--- src/verilog/afe_regs_pkg.sv ---
package afe_regs_pkg;

  localparam int ADDR_W = 5;
  localparam int DATA_W = 8;
  localparam int DELAY_W = 12;
  localparam int COMP_W = 4;
  localparam int CODE_W = 3;
  localparam int MULT_W = 6;
  localparam int OSR_W = 3;

  // Byte addresses on the serial register port
  localparam logic [ADDR_W-1:0] SNAPSHOT_ADDR = 5'h06;
  localparam logic [ADDR_W-1:0] DELAY_HI_ADDR = 5'h07;
  localparam logic [ADDR_W-1:0] DELAY_LO_ADDR = 5'h08;
  localparam logic [ADDR_W-1:0] GAIN_ADDR = 5'h09;

  // Field positions
  localparam int BIAS_LSB = 6;
  localparam int CODE_B_LSB = 3;
  localparam int CODE_A_LSB = 0;
  localparam int DELAY_HI_W = DELAY_W - DATA_W;

  // Reset values
  localparam logic [DATA_W-1:0] SNAPSHOT_RST = 8'h33;
  localparam logic [DELAY_W-1:0] DELAY_RST = 12'h000;
  localparam logic [1:0] BIAS_RST = 2'h2;
  localparam logic [CODE_W-1:0] CODE_RST = 3'h0;
  localparam logic [MULT_W-1:0] MULT_ONE = 6'h01;
  localparam logic [DATA_W-1:0] READ_ZERO = 8'h00;

  // Amplifier gain codes
  localparam logic [CODE_W-1:0] CODE_X2 = 3'h1;
  localparam logic [CODE_W-1:0] CODE_X4 = 3'h2;
  localparam logic [CODE_W-1:0] CODE_X8 = 3'h3;
  localparam logic [CODE_W-1:0] CODE_X16 = 3'h4;
  localparam logic [CODE_W-1:0] CODE_X32 = 3'h5;

  // Half of the smallest oversampling ratio, in modulator clock periods
  localparam logic [DELAY_W:0] OSR_HALF_MIN = 13'h0010;

  typedef struct packed {
    logic wr;
    logic rd;
    logic [ADDR_W-1:0] addr;
    logic [DATA_W-1:0] wdata;
  } reg_req_t;

  typedef struct packed {
    logic [DATA_W-1:0] snapshot;
    logic [DELAY_W-1:0] delay;
    logic [1:0] bias;
    logic [CODE_W-1:0] code_a;
    logic [CODE_W-1:0] code_b;
    logic [MULT_W-1:0] mult_a;
    logic [MULT_W-1:0] mult_b;
    logic restart;
    logic lag_is_b;
    logic [DATA_W-1:0] rdata;
    logic rd_valid;
  } regs_state_t;

endpackage : afe_regs_pkg
--- src/verilog/afe_modulator_delay_gain_regs.sv ---
// Function
// - Channel b comparator bits in snapshot 7:4
// - Channel a comparator bits in snapshot 3:0
// - Delay byte write restarts the converters
// - Twelve-bit signed delay, resets to zero
// - Delay bits 15:12 ignore writes, read zero
// - Shared bias field bits 7:6, resets 10
// - Channel b gain code, same encoding, reset 000
// - Lagging channel from delay and oversampling ratio
`timescale 1ns/1ps
module afe_modulator_delay_gain_regs
  import afe_regs_pkg::*;
(
  input wire logic clk, // 40 MHz device clock
  input wire logic rstn, // Async reset, active low
  input wire reg_req_t req, // Byte register access from serial port
  input wire logic [COMP_W-1:0] comparator_bits_ch_a, // Live comparators, channel 0
  input wire logic [COMP_W-1:0] comparator_bits_ch_b, // Live comparators, channel 1
  input wire logic [OSR_W-1:0] osr_code, // Oversampling ratio select
  output logic [DATA_W-1:0] rdata, // Read data
  output logic rd_valid, // Read data valid pulse
  output logic [DATA_W-1:0] comparator_snapshot, // Snapshot register
  output logic [DELAY_W-1:0] channel_delay, // Signed delay in modulator_clock periods
  output logic [1:0] bias_select, // Bias current select
  output logic [CODE_W-1:0] amp_gain_code_ch_a, // Gain code channel 0
  output logic [CODE_W-1:0] amp_gain_code_ch_b, // Gain code channel 1
  output logic [MULT_W-1:0] gain_mult_ch_a, // Decoded gain channel 0
  output logic [MULT_W-1:0] gain_mult_ch_b, // Decoded gain channel 1
  output logic converter_restart, // One-cycle restart pulse
  output logic lagging_is_ch_b // High when channel 1 lags
);

  regs_state_t st_reg;
  regs_state_t st_next;

  function automatic logic [MULT_W-1:0] gain_of(input logic [CODE_W-1:0] code);
    unique case (code)
      CODE_X2: gain_of = 6'h02;
      CODE_X4: gain_of = 6'h04;
      CODE_X8: gain_of = 6'h08;
      CODE_X16: gain_of = 6'h10;
      CODE_X32: gain_of = 6'h20;
      default: gain_of = MULT_ONE;
    endcase
  endfunction : gain_of

  function automatic logic lag_of(input logic [DELAY_W-1:0] d, input logic [OSR_W-1:0] o);
    logic [DELAY_W:0] mag;
    logic [DELAY_W:0] half;
    mag = d[DELAY_W-1] ? {1'b0, (~d + 12'h001)} : {1'b0, d};
    half = OSR_HALF_MIN << o;
    // Positive delay holds channel a back, unless it reaches half a frame
    lag_of = (d == DELAY_RST) ? 1'b1 : (d[DELAY_W-1] ^ (mag >= half));
  endfunction : lag_of

  wire logic wr_delay;
  assign wr_delay = req.wr && (req.addr == DELAY_HI_ADDR || req.addr == DELAY_LO_ADDR);

  always_comb begin
    st_next = st_reg;
    st_next.snapshot = {comparator_bits_ch_b, comparator_bits_ch_a};
    st_next.restart = wr_delay;
    st_next.rd_valid = req.rd;
    st_next.rdata = st_reg.rdata;
    if (req.wr) begin
      unique case (req.addr)
        SNAPSHOT_ADDR: st_next.snapshot = req.wdata;
        DELAY_HI_ADDR: st_next.delay[DELAY_W-1:DATA_W] = req.wdata[DELAY_HI_W-1:0];
        DELAY_LO_ADDR: st_next.delay[DATA_W-1:0] = req.wdata;
        GAIN_ADDR: begin
          st_next.bias = req.wdata[BIAS_LSB +: 2];
          st_next.code_b = req.wdata[CODE_B_LSB +: CODE_W];
          st_next.code_a = req.wdata[CODE_A_LSB +: CODE_W];
        end
        default: ;
      endcase
    end
    st_next.mult_a = gain_of(st_next.code_a);
    st_next.mult_b = gain_of(st_next.code_b);
    st_next.lag_is_b = lag_of(st_next.delay, osr_code);
    if (req.rd) begin
      unique case (req.addr)
        SNAPSHOT_ADDR: st_next.rdata = st_reg.snapshot;
        DELAY_HI_ADDR: st_next.rdata = {{(DATA_W-DELAY_HI_W){1'b0}},
                                        st_reg.delay[DELAY_W-1:DATA_W]};
        DELAY_LO_ADDR: st_next.rdata = st_reg.delay[DATA_W-1:0];
        GAIN_ADDR: st_next.rdata = {st_reg.bias, st_reg.code_b, st_reg.code_a};
        default: st_next.rdata = READ_ZERO;
      endcase
    end
  end

  always_ff @(posedge clk or negedge rstn) begin
    if (!rstn) begin
      st_reg.snapshot <= SNAPSHOT_RST;
      st_reg.delay <= DELAY_RST;
      st_reg.bias <= BIAS_RST;
      st_reg.code_a <= CODE_RST;
      st_reg.code_b <= CODE_RST;
      st_reg.mult_a <= MULT_ONE;
      st_reg.mult_b <= MULT_ONE;
      st_reg.restart <= 1'b0;
      st_reg.lag_is_b <= 1'b1;
      st_reg.rdata <= READ_ZERO;
      st_reg.rd_valid <= 1'b0;
    end else begin
      st_reg <= st_next;
    end
  end

  assign rdata = st_reg.rdata;
  assign rd_valid = st_reg.rd_valid;
  assign comparator_snapshot = st_reg.snapshot;
  assign channel_delay = st_reg.delay;
  assign bias_select = st_reg.bias;
  assign amp_gain_code_ch_a = st_reg.code_a;
  assign amp_gain_code_ch_b = st_reg.code_b;
  assign gain_mult_ch_a = st_reg.mult_a;
  assign gain_mult_ch_b = st_reg.mult_b;
  assign converter_restart = st_reg.restart;
  assign lagging_is_ch_b = st_reg.lag_is_b;
endmodule : afe_modulator_delay_gain_regs

--- config.mk ---
export PLATFORM = sky130hd
export DESIGN_NAME = afe_modulator_delay_gain_regs
export DESIGN_NICKNAME = d
export VERILOG_FILES = /design/src/verilog/afe_regs_pkg.sv /design/src/verilog/afe_modulator_delay_gain_regs.sv
export SDC_FILE = /design/constraint.sdc
export NUM_CORES = 1
export LEC_CHECK = 0
export BUFFER_PORTS_ARGS = -buffer_cell sky130_fd_sc_hd__buf_2
export CAP_MARGIN = 20
export CORE_ASPECT_RATIO = 0.9
export CORE_MARGIN = 3
export CORE_UTILIZATION = 55
export CTS_CLUSTER_SIZE = 40
export DETAILED_ROUTE_END_ITERATION = 10
export GPL_ROUTABILITY_DRIVEN = 1
export PLACE_DENSITY = 0.85
export SYNTH_ARGS = -nofsm -noshare
export SYNTH_HDL_FRONTEND = slang
export SYNTH_SLANG_ARGS = --single-unit
--- constraint.sdc ---
create_clock -name clk -period 5.9 [get_ports clk]
set_clock_uncertainty 0.2 [all_clocks]
set_input_delay 0.59 -clock clk [delete_from_list [all_inputs] [get_ports clk]]
set_output_delay 0.59 -clock clk [all_outputs]
set_load 0.02 [all_outputs]
==> flow_metrics.py <==
metrics = {
    "outcome": {
        "status": "finished, final reports clean",
    },
    "timing": {
        "finalCritPeriodShare_pct": 63.7,
        "fmax_mhz": 266,
        "slew_headroom_pct": 41.9,
        "setup_ws_ps": 2140,
        "setup_violations": 0,
        "slew_violations": 0,
        "hold_violations": 0,
        "final.setup.tns_ps": 0,
        "rsz0062_at_grt": "no",
        "finalCriticalPeriod_ps": 3760,
        "worstMarginPinSlew_ps": 847,
    },
    "worst_setup_path": {
        "worst_r2r_path_depth": 11,
        "cp_slowest_stage_delay_ps": 670,
        "end_kind": "register",
        "worstSetupPathType": "input port to register",
        "path_cells": "buf_2 -> or3b_1 -> or4b_4 -> mux2_2 -> inv_1 -> ha_1 -> a21oi_1 -> xor2_1 -> ha_1 -> o21ai_0 -> a21oi_1 -> o22ai_1 -> and2_1 -> a21oi_1",
        "cp-start-kind": "input port",
        "rrSetupSlack_ps": 2920,
        "worstReg2RegEnd": "lagging_is_ch_b",
        "worstPathRequired_ps": 5930,
        "critPathTopFamily": "simple AND/OR/NAND/NOR gates",
        "r2r-start": "channel_delay[2]",
        "slowest_stage": "or4b_4",
        "arrival_ps": 3790,
        "critPathBufInv": 2,
        "path_max_fanout": 15,
        "cp_common_cell": "a21oi_1",
    },
    "finish": {
        "multi_input_area_sq_mm": 0.00124,
        "fin_nets": 352,
        "final_cell_mix": "buf_2 (78), dfrtp_1 (43), nor2_1 (20)",
        "utilization_pct": 70.4,
        "final_common_cell": "buf_2",
        "fill_cells": 356,
        "synthToLayoutAreaGrowth_pct": 22.2,
        "drive_above_1_share_pct": 40.2,
        "diodes": 0,
        "regArea_sq_mm": 0.00129,
    },
    "detailed_routing": {
        "wire_per_inst_microns": 17.7,
        "ant_nets": 0,
        "drc": 0,
        "first_iter_violations": 219,
        "wl_microns": 6710,
        "vias_per_cell": 5.79,
        "dr.pass1.iters": 5,
        "vias": 2189,
    },
    "global_routing": {
        "overflow": 0,
        "met3_usage_pct": 7.91,
        "grt_pass1_vias": 2205,
        "grt_max_degree": 52,
        "grt.busiest_layer": "met2",
        "met2_usage_pct": 41.6,
        "grt_usage_pct": 24.4,
        "antenna_found_initial": 0,
        "grt_pass1_wl_microns": 10700,
        "met1_usage_pct": 30.4,
    },
    "synth": {
        "mappedNetlistArea_sq_mm": 0.00260,
        "synth.avg_cell_area_sq_um": 11.4,
        "synth_area_leader_cell": "dfrtp_1",
        "yosys_warnings": 0,
        "synth-seq-cells": 51,
        "yosys-top-cells-area": "dfrtp_1 (41%), mux2_2 (8.2%), dfstp_2 (8.1%)",
        "synth-main-ff-cell": "dfrtp_1",
        "synthCells": 229,
        "synth_nets": 266,
        "synth_edf_count": 0,
        "async_flop_share_pct": 100,
        "ys_seq_area_share_pct": 49.4,
        "yosysTopAreaCellShare_pct": 41.3,
        "ys_types": 42,
    },
    "placed_design": {
        "io_buffers": 78,
        "dp_hpwl_microns": 5090,
        "place_ws_ps": 1880,
        "place_congestion": 0.835,
    },
    "clock_tree": {
        "numCtsBuffers": 5,
        "numClockSinks": 51,
        "cts_tree": "done",
        "root_buffer": "clkbuf_8",
        "cts_setup_buffers": 0,
        "clkSlewWorstSetupHoldPaths_ps": 90,
        "clk-insertion-delay-late_ps": 300,
        "cts_max_path_buffers": 2,
        "h-tree-depth": 2,
    },
    "worst_hold_path": {
        "min_path_type": "input port to register",
        "holdPathEnd": "rd_valid",
        "hp-start": "req[13]",
        "hold_depth": 1,
    },
    "power_and_ir_drop": {
        "power_leakage_uw": 0.00165,
        "power_density_mw_per_mm2": 313,
        "vdd_ir_drop_max_mv": 0.236,
    },
    "floorplan": {
        "rows": 23,
        "chipWidth_microns": 78.5,
        "core_area_sq_mm": 0.00452,
        "fp.dieH_microns": 71.3,
        "num_io_pins": 79,
        "die_area_sq_mm": 0.00559,
        "start_util_pct": 57.6,
    },
    "job": {
        "cap_violations": 0,
    },
}
[Yosys cell counts, drive strengths merged, types with 2 or more instances]
| cell | number |
|---|---|
| dfrtp | 43 |
| xnor2 | 2 |
| ha | 9 |
| a22oi | 12 |
| mux2i | 11 |
| buf | 3 |
| nor4 | 2 |
| o21a | 2 |
| dfstp | 8 |
| nor3 | 14 |
| a211oi | 2 |
| a21oi | 8 |
| o21ai | 2 |
| or3b | 3 |
| mux2 | 24 |
| nor2 | 21 |
| nand3b | 5 |
| inv | 12 |
| a21o | 4 |
| or4 | 3 |
| nand2 | 14 |
| xor2 | 5 |
| a22o | 4 |
| a21boi | 4 |
[routing by layer]
layer  wire, microns  vias up
met5               0        -
met4              70        0
met3             698        8
met1            2610     1062
met2            3330      112
li1                -     1007
[timing repair]
action	CTS	global route
hold endpoints to repair	0	7
gates resized for setup	0	0
hold buffers	0	1
[sequential cells by signal, indices dropped and copies added, names as in the netlist]
name	cells
rd_valid	1
gain_mult_ch_a	6
amp_gain_code_ch_b	3
gain_mult_ch_b	6
channel_delay	12
comparator_snapshot	8
amp_gain_code_ch_a	3
converter_restart	1
rdata	8
bias_select	2
lagging_is_ch_b	1
[how the worst max path moves through the flow]
| stage | startpoint | slack (ps) | cells after the start | endpoint |
|---|---|---|---|---|
| after floorplan | req[9] | 2070 | 16 | lagging_is_ch_b |
| after global placement | req[9] | 1970 | 14 | lagging_is_ch_b |
| after detailed placement | req[9] | 1880 | 14 | lagging_is_ch_b |
| after CTS | req[9] | 2180 | 14 | lagging_is_ch_b |
| after global routing | req[9] | 1920 | 14 | lagging_is_ch_b |
| final | req[9] | 2140 | 14 | lagging_is_ch_b |
[per-stage QoR]
step	cells	hold slack [ps]	total power (uW)	instance area, sq um
finish	378	207	994	3180
global route	378	200	1060	3180
CTS	374	204	996	3140
detailed placement	366	268	792	3050
global placement	366	260	777	3050
floorplan	229	94.4	669	2600
[cells by family after synthesis]
kind of cell / after synthesis / share of synthesized area [%]
AO/OA/AOI/OAI: 42 / 11.6
multiplexers: 35 / 15.8
XOR/XNOR: 7 / 2.36
buffers and inverters: 16 / 2.79
AND/OR/NAND/NOR: 69 / 13.7
adder cells (fa/ha/maj): 9 / 4.33
flip-flops: 51 / 49.4
[layout make-up]
class	count	area share [%]
inverters	13	1.53
clock inverters	3	0.708
well taps	62	2.44
multi-input cells	162	39.1
repair buffers	82	13.6
flip-flops and latches	51	40.4
clock buffers	5	2.16
[power by group]
part           leakage, uW  total [uW]  switching (uW)  internal [uW]
Clock            0.0000485         204             119           85.2
Combinational     0.000951         343             209            134
Sequential        0.000646         447            41.3            406
Note: power is estimated with default switching activity, not from simulation.
